==> src/logic/cmc_map.vh <==
// Register map, field positions and reset values of the clock mode controller.
// Contract
// - Reset runs every clock from internal oscillator, undivided.
// - Reset: internal oscillator on, external oscillator off.
// - PLL output is four or five times oscillator.
// - PLL off at reset; power bit, then select.
// - Warm-up source: first bit zero, second picks.
// - Twelve-bit field sets warm-up cycle count.
// - Enable bit starts warm-up; flag zero when done.
// - STOP wake starts warm-up; CPU resumes after.
// - Gear divides by 1,2,4,8,16; reset 1.
// - Oscillator pins enabled: port M reads zero.
// - Pin enable refused if port M control changed.
// - External switch sequence ends reading bit 17.
// - Prescaler input is peripheral source divided.
`ifndef CMC_MAP_VH
`define CMC_MAP_VH

// ----------------------------------------------------------------
// Register offsets
// ----------------------------------------------------------------
`define CMC_ADDR_SYS_CTRL 8'h00
`define CMC_ADDR_OSC_CTRL 8'h04
`define CMC_ADDR_PLL_SEL 8'h08
`define CMC_ADDR_PM_DATA 8'h10
`define CMC_ADDR_PM_OPENDRAIN 8'h14
`define CMC_ADDR_PM_CTRL 8'h18

// ----------------------------------------------------------------
// System control fields
// ----------------------------------------------------------------
`define CMC_SYS_GEAR_LSB 0
`define CMC_SYS_PRESC_LSB 8
`define CMC_SYS_PSRC_BIT 12
`define CMC_GEAR_MAX 3'h4

// ----------------------------------------------------------------
// Oscillation control fields
// ----------------------------------------------------------------
`define CMC_OSC_WUSTART_BIT 0
`define CMC_OSC_WUBUSY_BIT 1
`define CMC_OSC_PLLPWR_BIT 2
`define CMC_OSC_WUSRCA_BIT 8
`define CMC_OSC_WUSRCB_BIT 9
`define CMC_OSC_PINEN_BIT 12
`define CMC_OSC_XEXT_BIT 16
`define CMC_OSC_SYSSEL_BIT 17
`define CMC_OSC_XINT_BIT 18
`define CMC_OSC_WUCNT_LSB 20

// ----------------------------------------------------------------
// PLL selection fields and multipliers
// ----------------------------------------------------------------
`define CMC_PLL_OUTSEL_BIT 0
`define CMC_PLL_MULT_BIT 1
`define CMC_PLL_MULT_LO 3'h4
`define CMC_PLL_MULT_HI 3'h5

// ----------------------------------------------------------------
// Reset values and timing
// ----------------------------------------------------------------
`define CMC_PM_CTRL_RESET 8'h00
`define CMC_WU_FRAC_BITS 4

`endif

==> src/logic/cmc_div.v <==
// Power-of-two tick divider used for the clock gear and the prescaler.
`default_nettype none

module cmc_div #(
  parameter CW = 7
) (
  input wire CLK,
  input wire RST_N,
  input wire tick_in,
  input wire [2:0] sel,
  output reg tick_out
);

  reg [CW-1:0] cnt_r;
  reg [2:0] sel_r;
  wire [CW-1:0] term;

  // Terminal count for the divide ratio now in force.
  assign term = ~({CW{1'b1}} << sel_r);

  // A new ratio is only taken at the wrap, so no shortened period can appear.
  always @(posedge CLK or negedge RST_N) begin
    if (!RST_N) begin
      cnt_r <= {CW{1'b0}};
      sel_r <= 3'h0;
      tick_out <= 1'b0;
    end else begin
      tick_out <= 1'b0;
      if (tick_in) begin
        if ((cnt_r & term) == term) begin
          cnt_r <= {CW{1'b0}};
          sel_r <= sel;
          tick_out <= 1'b1;
        end else begin
          cnt_r <= cnt_r + 1'b1;
        end
      end
    end
  end

endmodule

`default_nettype wire

==> src/logic/cmc_top.v <==
// Clock mode controller: source select, PLL, gear, prescaler, warm-up and STOP.
//
// The placing of the registers and strobed register access were left to the implementer.
`default_nettype none
`include "cmc_map.vh"

module cmc_top #(
  parameter AW = 8,
  parameter PMW = 8
) (
  input wire CLK,
  input wire RST_N,
  input wire [AW-1:0] ADDR,
  input wire [31:0] WDATA,
  input wire WR,
  input wire RD,
  output reg [31:0] RDATA,
  input wire INT_OSC_TICK,
  input wire EXT_OSC_TICK,
  input wire STOP_REQ,
  input wire WAKE_IRQ,
  output reg INT_OSC_ON,
  output reg EXT_OSC_ON,
  output reg OSC_PIN_MODE,
  output reg PLL_ON,
  output reg HS_CLK_EN,
  output reg SYS_CLK_EN,
  output wire PRESC_CLK_EN,
  output reg CPU_RUN,
  output reg [PMW-1:0] PM_DATA_OUT,
  output reg [PMW-1:0] PM_OD_OUT,
  output reg [PMW-1:0] PM_CTRL_OUT
);

  // ----------------------------------------------------------------
  // Mode states
  // ----------------------------------------------------------------
  localparam ST_RUN = 3'b001;
  localparam ST_STOP = 3'b010;
  localparam ST_WARM = 3'b100;

  // ----------------------------------------------------------------
  // Software visible state
  // ----------------------------------------------------------------
  reg [2:0] gear_r, presc_div_r;
  reg periph_source_select_r, pll_power_on_r, warmup_src_sel_a_r, warmup_src_sel_b_r;
  reg osc_pin_enable_r, external_osc_enable_r, system_osc_select_r, internal_osc_enable_r;
  reg [11:0] warmup_count_value_r;
  reg pll_output_select_r, pll_mult_r;
  reg [PMW-1:0] pm_data_r, pm_od_r, pm_ctrl_r;

  // ----------------------------------------------------------------
  // Internal clock state
  // ----------------------------------------------------------------
  reg [2:0] state_r, state_nxt, burst_r;
  reg int_run_r, ext_run_r, pll_run_r, pll_tick_r;
  reg osc_sel_eff_r, pll_path_eff_r, hs_tick_r;
  reg [31:0] rd_nxt;

  wire int_tick, ext_tick, osc_tick, wu_tick, quiet;
  wire gear_tick, periph_tick, wu_busy, wu_start, sw_start, stop_go;
  wire wr_sys, wr_osc, wr_pll, wr_pm;
  wire [2:0] mult;

  // ----------------------------------------------------------------
  // Bus decode
  // ----------------------------------------------------------------
  // Register write selects.
  assign wr_sys = WR && (ADDR == `CMC_ADDR_SYS_CTRL);
  assign wr_osc = WR && (ADDR == `CMC_ADDR_OSC_CTRL);
  assign wr_pll = WR && (ADDR == `CMC_ADDR_PLL_SEL);
  assign wr_pm = WR && !osc_pin_enable_r;

  // The manual start is a pulse; it never stays stored.
  assign sw_start = wr_osc && WDATA[`CMC_OSC_WUSTART_BIT];

  // ----------------------------------------------------------------
  // Oscillator ticks
  // ----------------------------------------------------------------
  // Ticks only pass while the oscillator is enabled and not stopped.
  assign int_tick = INT_OSC_TICK && int_run_r;
  assign ext_tick = EXT_OSC_TICK && ext_run_r;
  assign osc_tick = osc_sel_eff_r ? ext_tick : int_tick;

  // The first select bit is stored but does not steer the source.
  assign wu_tick = warmup_src_sel_b_r ? ext_tick : int_tick;

  // Path switches wait for a cycle with no tick in flight anywhere.
  assign quiet = !INT_OSC_TICK && !EXT_OSC_TICK && (burst_r == 3'h0) && !pll_tick_r;

  assign mult = pll_mult_r ? `CMC_PLL_MULT_HI : `CMC_PLL_MULT_LO;

  // ----------------------------------------------------------------
  // Software registers
  // ----------------------------------------------------------------
  // Reset leaves the internal oscillator alone in charge, undivided.
  always @(posedge CLK or negedge RST_N) begin
    if (!RST_N) begin
      gear_r <= 3'h0;
      presc_div_r <= 3'h0;
      periph_source_select_r <= 1'b0;
      pll_power_on_r <= 1'b0;
      warmup_src_sel_a_r <= 1'b0;
      warmup_src_sel_b_r <= 1'b0;
      osc_pin_enable_r <= 1'b0;
      external_osc_enable_r <= 1'b0;
      system_osc_select_r <= 1'b0;
      internal_osc_enable_r <= 1'b1;
      warmup_count_value_r <= 12'h000;
      pll_output_select_r <= 1'b0;
      pll_mult_r <= 1'b0;
    end else begin
      if (wr_sys) begin
        // Reserved gear codes are dropped so the divider never sees them.
        if (WDATA[`CMC_SYS_GEAR_LSB+2:`CMC_SYS_GEAR_LSB] <= `CMC_GEAR_MAX) begin
          gear_r <= WDATA[`CMC_SYS_GEAR_LSB+2:`CMC_SYS_GEAR_LSB];
        end
        presc_div_r <= WDATA[`CMC_SYS_PRESC_LSB+2:`CMC_SYS_PRESC_LSB];
        periph_source_select_r <= WDATA[`CMC_SYS_PSRC_BIT];
      end
      if (wr_osc) begin
        pll_power_on_r <= WDATA[`CMC_OSC_PLLPWR_BIT];
        warmup_src_sel_a_r <= WDATA[`CMC_OSC_WUSRCA_BIT];
        warmup_src_sel_b_r <= WDATA[`CMC_OSC_WUSRCB_BIT];
        external_osc_enable_r <= WDATA[`CMC_OSC_XEXT_BIT];
        system_osc_select_r <= WDATA[`CMC_OSC_SYSSEL_BIT];
        internal_osc_enable_r <= WDATA[`CMC_OSC_XINT_BIT];
        warmup_count_value_r <= WDATA[`CMC_OSC_WUCNT_LSB+11:`CMC_OSC_WUCNT_LSB];
        // Setting is refused while port M control is away from reset.
        if (!WDATA[`CMC_OSC_PINEN_BIT]) begin
          osc_pin_enable_r <= 1'b0;
        end else if (pm_ctrl_r == `CMC_PM_CTRL_RESET) begin
          osc_pin_enable_r <= 1'b1;
        end
      end
      if (wr_pll) begin
        pll_output_select_r <= WDATA[`CMC_PLL_OUTSEL_BIT];
        pll_mult_r <= WDATA[`CMC_PLL_MULT_BIT];
      end
    end
  end

  // ----------------------------------------------------------------
  // Port M registers
  // ----------------------------------------------------------------
  // Writes are ignored while the pins serve the crystal.
  always @(posedge CLK or negedge RST_N) begin
    if (!RST_N) begin
      pm_data_r <= {PMW{1'b0}};
      pm_od_r <= {PMW{1'b0}};
      pm_ctrl_r <= `CMC_PM_CTRL_RESET;
    end else if (wr_pm) begin
      if (ADDR == `CMC_ADDR_PM_DATA) begin
        pm_data_r <= WDATA[PMW-1:0];
      end
      if (ADDR == `CMC_ADDR_PM_OPENDRAIN) begin
        pm_od_r <= WDATA[PMW-1:0];
      end
      if (ADDR == `CMC_ADDR_PM_CTRL) begin
        pm_ctrl_r <= WDATA[PMW-1:0];
      end
    end
  end

  // ----------------------------------------------------------------
  // Read path
  // ----------------------------------------------------------------
  // Read mux; the selection bit reads the source actually in use.
  always @* begin
    rd_nxt = 32'h00000000;
    case (ADDR)
      `CMC_ADDR_SYS_CTRL: begin
        rd_nxt[`CMC_SYS_GEAR_LSB+2:`CMC_SYS_GEAR_LSB] = gear_r;
        rd_nxt[`CMC_SYS_PRESC_LSB+2:`CMC_SYS_PRESC_LSB] = presc_div_r;
        rd_nxt[`CMC_SYS_PSRC_BIT] = periph_source_select_r;
      end
      `CMC_ADDR_OSC_CTRL: begin
        rd_nxt[`CMC_OSC_WUBUSY_BIT] = wu_busy;
        rd_nxt[`CMC_OSC_PLLPWR_BIT] = pll_power_on_r;
        rd_nxt[`CMC_OSC_WUSRCA_BIT] = warmup_src_sel_a_r;
        rd_nxt[`CMC_OSC_WUSRCB_BIT] = warmup_src_sel_b_r;
        rd_nxt[`CMC_OSC_PINEN_BIT] = osc_pin_enable_r;
        rd_nxt[`CMC_OSC_XEXT_BIT] = external_osc_enable_r;
        rd_nxt[`CMC_OSC_SYSSEL_BIT] = osc_sel_eff_r;
        rd_nxt[`CMC_OSC_XINT_BIT] = internal_osc_enable_r;
        rd_nxt[`CMC_OSC_WUCNT_LSB+11:`CMC_OSC_WUCNT_LSB] = warmup_count_value_r;
      end
      `CMC_ADDR_PLL_SEL: begin
        rd_nxt[`CMC_PLL_OUTSEL_BIT] = pll_output_select_r;
        rd_nxt[`CMC_PLL_MULT_BIT] = pll_mult_r;
      end
      `CMC_ADDR_PM_DATA: begin
        if (!osc_pin_enable_r) begin
          rd_nxt[PMW-1:0] = pm_data_r;
        end
      end
      `CMC_ADDR_PM_OPENDRAIN: begin
        if (!osc_pin_enable_r) begin
          rd_nxt[PMW-1:0] = pm_od_r;
        end
      end
      `CMC_ADDR_PM_CTRL: begin
        if (!osc_pin_enable_r) begin
          rd_nxt[PMW-1:0] = pm_ctrl_r;
        end
      end
      default: begin
        rd_nxt = 32'h00000000;
      end
    endcase
  end

  // Read data stand for one cycle only and are zero otherwise.
  always @(posedge CLK or negedge RST_N) begin
    if (!RST_N) begin
      RDATA <= 32'h00000000;
    end else begin
      RDATA <= RD ? rd_nxt : 32'h00000000;
    end
  end

  // ----------------------------------------------------------------
  // Mode sequencing
  // ----------------------------------------------------------------
  // A STOP request during a warm-up is ignored rather than cutting it short.
  assign stop_go = STOP_REQ && !wu_busy && !sw_start;

  // The wake interrupt restarts the warm-up without software help.
  assign wu_start = sw_start || (state_r == ST_STOP && WAKE_IRQ);

  // Next mode.
  always @* begin
    state_nxt = state_r;
    case (state_r)
      ST_RUN: begin
        if (stop_go) begin
          state_nxt = ST_STOP;
        end
      end
      ST_STOP: begin
        if (WAKE_IRQ) begin
          state_nxt = ST_WARM;
        end
      end
      ST_WARM: begin
        if (!wu_busy) begin
          state_nxt = ST_RUN;
        end
      end
      default: begin
        state_nxt = ST_RUN;
      end
    endcase
  end

  // Mode register and the run enables derived from it.
  always @(posedge CLK or negedge RST_N) begin
    if (!RST_N) begin
      state_r <= ST_RUN;
      CPU_RUN <= 1'b1;
      int_run_r <= 1'b1;
      ext_run_r <= 1'b0;
      pll_run_r <= 1'b0;
    end else begin
      state_r <= state_nxt;
      CPU_RUN <= (state_nxt == ST_RUN);
      int_run_r <= internal_osc_enable_r && (state_nxt != ST_STOP);
      ext_run_r <= external_osc_enable_r && osc_pin_enable_r && (state_nxt != ST_STOP);
      // The PLL drops out for the whole of STOP and restarts on wake.
      pll_run_r <= pll_power_on_r && (state_nxt != ST_STOP);
    end
  end

  // ----------------------------------------------------------------
  // PLL and high-speed clock
  // ----------------------------------------------------------------
  // Each oscillator tick opens a burst of four or five output ticks.
  // A burst still running when the next tick arrives is cut short, so the
  // oscillator period must be at least five system clock cycles.
  always @(posedge CLK or negedge RST_N) begin
    if (!RST_N) begin
      burst_r <= 3'h0;
      pll_tick_r <= 1'b0;
      osc_sel_eff_r <= 1'b0;
      pll_path_eff_r <= 1'b0;
      hs_tick_r <= 1'b0;
    end else begin
      pll_tick_r <= (burst_r != 3'h0);
      if (osc_tick && pll_run_r) begin
        burst_r <= mult;
      end else if (burst_r != 3'h0) begin
        burst_r <= burst_r - 3'h1;
      end
      if (quiet) begin
        osc_sel_eff_r <= system_osc_select_r;
        pll_path_eff_r <= pll_output_select_r && pll_run_r;
      end
      hs_tick_r <= pll_path_eff_r ? pll_tick_r : osc_tick;
    end
  end

  // ----------------------------------------------------------------
  // Gear, prescaler and warm-up
  // ----------------------------------------------------------------
  cmc_div #(
    .CW(4)
  ) u_gear (
    .CLK(CLK),
    .RST_N(RST_N),
    .tick_in(hs_tick_r),
    .sel(gear_r),
    .tick_out(gear_tick)
  );

  // Peripheral source is the geared clock or the undivided high-speed one.
  assign periph_tick = periph_source_select_r ? hs_tick_r : gear_tick;

  cmc_div #(
    .CW(7)
  ) u_presc (
    .CLK(CLK),
    .RST_N(RST_N),
    .tick_in(periph_tick),
    .sel(presc_div_r),
    .tick_out(PRESC_CLK_EN)
  );

  cmc_warmup #(
    .FW(12)
  ) u_warmup (
    .CLK(CLK),
    .RST_N(RST_N),
    .start(wu_start),
    .tick(wu_tick),
    .count(warmup_count_value_r),
    .busy(wu_busy)
  );

  // ----------------------------------------------------------------
  // Outputs
  // ----------------------------------------------------------------
  // System clock is held back until the mode is back in RUN.
  always @(posedge CLK or negedge RST_N) begin
    if (!RST_N) begin
      HS_CLK_EN <= 1'b0;
      SYS_CLK_EN <= 1'b0;
      INT_OSC_ON <= 1'b1;
      EXT_OSC_ON <= 1'b0;
      OSC_PIN_MODE <= 1'b0;
      PLL_ON <= 1'b0;
      PM_DATA_OUT <= {PMW{1'b0}};
      PM_OD_OUT <= {PMW{1'b0}};
      PM_CTRL_OUT <= `CMC_PM_CTRL_RESET;
    end else begin
      HS_CLK_EN <= hs_tick_r;
      SYS_CLK_EN <= gear_tick && (state_r == ST_RUN);
      INT_OSC_ON <= int_run_r;
      EXT_OSC_ON <= ext_run_r;
      OSC_PIN_MODE <= osc_pin_enable_r;
      PLL_ON <= pll_run_r;
      PM_DATA_OUT <= pm_data_r;
      PM_OD_OUT <= pm_od_r;
      PM_CTRL_OUT <= pm_ctrl_r;
    end
  end

endmodule

`default_nettype wire

==> src/logic/cmc_warmup.v <==
// Warm-up timer counting oscillator ticks in units of sixteen.
`default_nettype none
`include "cmc_map.vh"

module cmc_warmup #(
  parameter FW = 12
) (
  input wire CLK,
  input wire RST_N,
  input wire start,
  input wire tick,
  input wire [FW-1:0] count,
  output reg busy
);

  reg [FW+`CMC_WU_FRAC_BITS-1:0] cnt_r;

  // The low bits form the sixteen-cycle unit, so only the upper bits meet the field.
  always @(posedge CLK or negedge RST_N) begin
    if (!RST_N) begin
      cnt_r <= {(FW+`CMC_WU_FRAC_BITS){1'b0}};
      busy <= 1'b0;
    end else if (start) begin
      cnt_r <= {(FW+`CMC_WU_FRAC_BITS){1'b0}};
      busy <= 1'b1;
    end else if (busy) begin
      if (cnt_r[FW+`CMC_WU_FRAC_BITS-1:`CMC_WU_FRAC_BITS] >= count) begin
        busy <= 1'b0;
      end else if (tick) begin
        cnt_r <= cnt_r + 1'b1;
      end
    end
  end

endmodule

`default_nettype wire

==> config.mk <==
export PLATFORM = sky130hd
export DESIGN_NAME = cmc_top
export DESIGN_NICKNAME = d
export VERILOG_FILES = /design/src/logic/cmc_div.v /design/src/logic/cmc_top.v /design/src/logic/cmc_warmup.v
export VERILOG_INCLUDE_DIRS = /design/src /design/src/logic
export SDC_FILE = /design/constraint.sdc
export NUM_CORES = 1
export LEC_CHECK = 0
export CAP_MARGIN = 20
export CORE_ASPECT_RATIO = 0.9
export CORE_MARGIN = 3
export CORE_UTILIZATION = 30
export DETAILED_ROUTE_END_ITERATION = 12
export DONT_BUFFER_PORTS = 1
export MAX_ROUTING_LAYER = met4
export SKIP_LAST_GASP = 1
export SLEW_MARGIN = 20
export SYNTH_ARGS = -nofsm -noshare
export SYNTH_HDL_FRONTEND = slang
export SYNTH_SLANG_ARGS = --single-unit
export TNS_END_PERCENT = 100
==> constraint.sdc <==
create_clock -name CLK -period 2.47 [get_ports CLK]
set_clock_uncertainty 0.15 [all_clocks]
set_input_delay 0.6175 -clock CLK [delete_from_list [all_inputs] [get_ports CLK]]
set_output_delay 0.6175 -clock CLK [all_outputs]
set_load 0.01 [all_outputs]
==> flow_summary.toml, run 1 <==
[run_status]
status = "finished, violations left"
violations = "hold timing"

[critical_path]
worst-path-max-fanout = 8
cp-start-kind = "flip-flop"
crit_type = "reg2reg"
arrival_ns = 2.56
critPathRequiredTime_ns = 2.66
cp-end-kind = "flip-flop"

[synth]
synth_ff_type = "dfrtp_1"
synth_edf_count = 0
synth.avg_cell_area_um2 = 12.3
yosys-top-cells-area = "dfrtp_1, mux2_2, ha_1"
ys.warnings.count = 0
synth_top_area_cell = "dfrtp_1"
yosysSeqAreaShare = 0.592
syn_inst = 547
synth_area_um2 = 6730
synth.distinct_cells = 63
yosysMostFrequentCell = "dfrtp_1"
synthArstFlopShare = 1.00
ys_seq_elements = 159
synthTopCellsByCount = "dfrtp_1, mux2_2, nand2_1"
yosysTopAreaCellShare = 0.573

[sta]
rsz0062_at_grt = "yes"
setup_tns_ns = 0
setup_viol_count_final = 0
max_clock_freq_ghz = 0.423
tightest_slew_ns = 0.699
final_hold_viol_count = 159
fin_crit_ns = 2.36
finalCritPeriodShare = 0.957
whs_ns = -0.271
timing.slew.headroom = 0.521
drv_slew = 0

[global_routing]
met3_usage = 0.0521
grt_max_degree = 160
grt_pass1_vias = 4654
grt_usage = 0.144
met2_usage = 0.220
grt_use_met1 = 0.179
antenna_found_initial = 1
gr-total-overflow = 0
busiest_layer = "met2"
grt_first_pass_wirelength_um = 25900

[route]
initialDrtViolationCount = 367
vias = 4476
firstDrtPassIters = 5
drtAntennaViolNets = 0
post-route-drc-count = 0
wl_per_cell_um = 18.5
vias_per_cell = 5.08
totalWireLength_um = 16300

[final_layout]
multi_input_area_um2 = 2600
n_fill_cell = 2153
nets = 641
fin_cells = 881
layout-drive-gt1-share = 0.229
syn_to_final_growth_pct = 16.1
seq_area_um2 = 3990

[power_and_ir_drop]
peakVddDrop_v = 0.000378
leakage_nw = 3.54
powerDensity_nw_per_um2 = 813

[die]
die_y_um = 148
die_x_um = 164
fp.dieArea_um2 = 24300
io_pins = 112
core-area_um2 = 21800
std_cell_rows = 51
initial_core_util = 0.308

[clocking]
insertion_delay_ns = 0.42
cts_buffers = 17
htreeDepth = 4
clock_path_buffers = 2
clkTransAtPathRegs_ns = 0.07
clock-root-buffer = "clkbuf_16"
cts_tree = "built"
cts_sinks = 159

[placement]
hpwlAfterDp_um = 11500
gp_congestion = 0.850
dp_cells = 846
io_buffers = 0

[min_path]
hold_path_class = "in2async"

[run]
maxCapViolCount = 0
kinds of logic after synthesis:
group           count (synthesis)  synth area share
mux                            63             0.105
buf+inv                        39            0.0260
flops                         159             0.592
compound gates                 98             0.100
other cells                     1          0.000558
xor+xnor                        3           0.00391
simple gates                  167             0.141
fa+ha+maj                      17            0.0316
sequential cells by signal (all words and copies together), names as in the netlist, 3 cells and up:
signal and cells:
RDATA 27, PM_DATA_OUT 8, u_presc.sel_r 3, u_gear.cnt_r 4
pm_od_r 8, burst_r 3, warmup_count_value_r 12, presc_div_r 3
PM_OD_OUT 8, PM_CTRL_OUT 8, gear_r 3, pm_ctrl_r 8
u_gear.sel_r 3, u_warmup.cnt_r 16, pm_data_r 8, u_presc.cnt_r 7
state_r 3
final timing paths:
kind / startpoint / endpoint / slack [ns] / depth (start not counted)
max in group asynchronous: RST_N / internal_osc_enable_r / 2.15 / 0
setup reg to reg: u_warmup.cnt_r[13] / u_warmup.cnt_r[15] / 0.11 / 6
setup / recovery: u_warmup.cnt_r[13] / u_warmup.cnt_r[15] / 0.11 / 6
hold / removal: RST_N / u_presc.cnt_r[3] / -0.27 / 0
hold reg to reg: int_run_r / INT_OSC_ON / 0.23 / 0
min in group CLK: RD / RDATA[0] / 0.18 / 1
where the power goes:
| part | switching, W | total, W | internal, W |
|---|---|---|---|
| clock network | 0.00108 | 0.00268 | 0.00160 |
| registers | 0.000197 | 0.00301 | 0.00282 |
| logic | 0.000366 | 0.000652 | 0.000286 |
| total | 0.00165 | 0.00635 | 0.00470 |
cell usage in the layout, fill, tap and decap left out, types with 17 or more instances in the layout:
cell type    n
nand2_1     36
inv_1       22
mux2_2      58
buf_4       22
and2_1      19
dfrtp_1    154
a21oi_1     19
ha_1        17
o21ai_0     24
nor2_1      29
clkbuf_16   17
per-stage QoR:
step	util	setup WS, ns	cell area [um^2]	total power [W]	hold WS (ns)
after global routing	0.358	-0.0243	7810	0.00666	-0.303
after floorplan	-	0.0422	6740	0.00349	0.172
after CTS	0.356	0.000737	7780	0.00641	-0.290
after global placement	0.329	-0.0987	7180	0.00365	0.176
final	0.358	0.107	7810	0.00635	-0.271
after detailed placement	0.329	-0.143	7180	0.00371	0.176
worst max-delay path: stages (launching register included):
cell       delay (ns)
dfrtp_1          0.41
ha_1             0.32
a21oi_1          0.15
o2111a_2         0.25
o2111ai_2        0.28
or4_1            0.56
a21oi_1          0.17
per-layer routing:
metal  up-vias  share of wire
met4         0          0.016
met2       132           0.47
met5         -              0
met1      2270           0.43
met3        19          0.080
li1       2055              -
timing repair:
action / CTS / global route
endpoints found under the hold margin: 159 / 159
endpoints found under the setup margin: 0 / 13
gates resized for setup: 0 / 5
setup buffers: 0 / 2
area by class of cell:
cell class,instances,share of cell area
inverters,22,0.0106
repair buffers,23,0.0237
multi-input cells,353,0.332
clock buffers,20,0.0559
diodes,1,0.000320
flip-flops and latches,159,0.510
clock inverters,12,0.0203
well taps,291,0.0466
Power figures use the tool's default switching activity.
==> inputs of run 2 (changes only) <==
Settings changed: CELL_PAD_IN_SITES_DETAIL_PLACEMENT set to 2, CELL_PAD_IN_SITES_GLOBAL_PLACEMENT set to 2, PLACE_DENSITY_LB_ADDON set to 0.1.
==> flow_summary.toml, run 2 (synthesized netlist as in run 1, its figures left out) <==
[die]
initial_core_util = 0.308
std_cell_rows = 51
die_y_um = 148
core-area_um2 = 21800
fp.dieArea_um2 = 24300
die_x_um = 164
io_pins = 112

[power_and_ir_drop]
pwr-share-comb = 0.116
leakage_nw = 3.56
switching_power_w = 0.00176
p_sw_frac = 0.276
p_seq_frac = 0.472
peakVddDrop_v = 0.000327
clockPowerShare = 0.413
p_int_w = 0.00464
finalPower_w = 0.00640
powerDensity_nw_per_um2 = 815

[global_routing]
grt_first_pass_wirelength_um = 30600
grt_pass1_vias = 5219
grt_usage = 0.170
antenna_found_initial = 0
grt_max_degree = 160
gr-total-overflow = 0

[final_layout]
layout_common_cells = "dfrtp_1, mux2_2, nand2_1, nor2_1"
antenna_cells = 0
top_regs = "RDATA: 27 flops, u_warmup.cnt_r: 16 flops, warmup_count_value_r: 12 flops"
largest_reg_flops = 27
layout-drive-gt1-share = 0.239
top_register = "RDATA"
final_cell_area_um2 = 7860
syn_to_final_growth_pct = 16.8
nets = 645
layout_commonest_cell = "dfrtp_1"

[placement]
gp_congestion = 0.788
place_area_um2 = 7230
io_buffers = 0
hpwlAfterDp_um = 13200

[sta]
timing.slew.headroom = 0.588
setup_tns_ns = 0
max_clock_freq_ghz = 0.428
rsz0062_at_grt = "no"
setup_viol_count_final = 0
tightest_slew_ns = 0.615
drv_slew = 0
whs_ns = -0.254
finalCritPeriodShare = 0.947
final_hold_viol_count = 159
fin_crit_ns = 2.34

[route]
vias = 4510
post-route-drc-count = 0
firstDrtPassIters = 6
vias_per_cell = 5.10
totalWireLength_um = 18900
wl_per_cell_um = 21.4
drtAntennaViolNets = 0
initialDrtViolationCount = 250

[clocking]
cts_tree = "built"
cts_sinks = 159
insertion_delay_ns = 0.43
clock_path_buffers = 2
postCtsSetupRepairBufs = 0
cts_buffers = 17
clock-root-buffer = "clkbuf_16"
htreeDepth = 4
clkTransAtPathRegs_ns = 0.07

[critical_path]
crit_type = "reg2reg"
worst-path-max-fanout = 19
critPathRequiredTime_ns = 2.66
cp-end-kind = "flip-flop"
cp-start-kind = "flip-flop"
arrival_ns = 2.53

[run_status]
status = "finished, violations left"
violations = "hold timing"

[run]
maxCapViolCount = 0

[min_path]
hold_path_class = "in2async"
-- run 2: cell count changes in the layout (fill, tap and decap cells not counted), sizes merged --
cell and delta:
buf +4, bufinv -2, clkbuf +2, clkinv +1, diode -1, inv -1
-- run 2: final timing paths --
kind                            slack (ns)                     to  depth (start not counted)          startpoint
worst min register to register        0.22             INT_OSC_ON                          0           int_run_r
worst max register to register        0.13     u_warmup.cnt_r[10]                          7  u_warmup.cnt_r[13]
min in group CLK                      0.18               RDATA[2]                          1                  RD
worst min-delay path                 -0.25           PM_OD_OUT[1]                          0               RST_N
max in group asynchronous             2.18  internal_osc_enable_r                          0               RST_N
worst max-delay path                  0.13     u_warmup.cnt_r[10]                          7  u_warmup.cnt_r[13]
-- run 2: critical path, cell delays in order (launching register included) --
cell and delay, ns:
dfrtp_1 0.41, ha_1 0.33, a21oi_1 0.14, o2111a_2 0.24
o21ai_1 0.12, buf_12 0.17, or4_1 0.52, a21oi_1 0.18
-- run 2: timing repair --
item | CTS | global route
cloned | 0 | 1
resized for setup | 3 | 6
pin swaps | 0 | 2
setup endpoints to repair | 2 | 14
endpoints found under the hold margin | 159 | 159
-- run 2: power by group through the flow --
stage | clock network (W) | registers, W | logic (W)
floorplan | 0 | 0.00299 | 0.000497
global placement | 0 | 0.00305 | 0.000679
detailed placement | 0 | 0.00307 | 0.000729
CTS | 0.00274 | 0.00302 | 0.000747
global route | 0.00286 | 0.00305 | 0.000839
finish | 0.00264 | 0.00302 | 0.000740
-- run 2: per-stage QoR --
step / util / std cells / hold WS, ns / worst slack (ns)
CTS: 0.359 / 883 / -0.282 / 0.0366
floorplan: - / 551 / 0.172 / 0.0422
global route: 0.360 / 884 / -0.289 / 0.00939
detailed placement: 0.331 / 851 / 0.181 / -0.0646
global placement: 0.331 / 851 / 0.178 / -0.0280
finish: 0.360 / 884 / -0.254 / 0.131
-- run 2: cell type report --
class	instances	area (um^2)
Fill cell	2283	14000
Sequential cell	159	3990
Multi-Input combinational cell	353	2610
Clock buffer	22	484
Tap cell	291	364
Timing Repair Buffer	27	229
Clock inverter	10	103
Inverter	22	82.6
-- run 2: layer usage --
| metal | routed length [um] | global-route usage | up-vias |
|---|---|---|---|
| met1 | 7980 | 0.201 | 2383 |
| met3 | 605 | 0.0354 | 13 |
| met5 | 0 | - | - |
| li1 | - | - | 2046 |
| met2 | 10100 | 0.293 | 68 |
| met4 | 216 | 0.0499 | 0 |
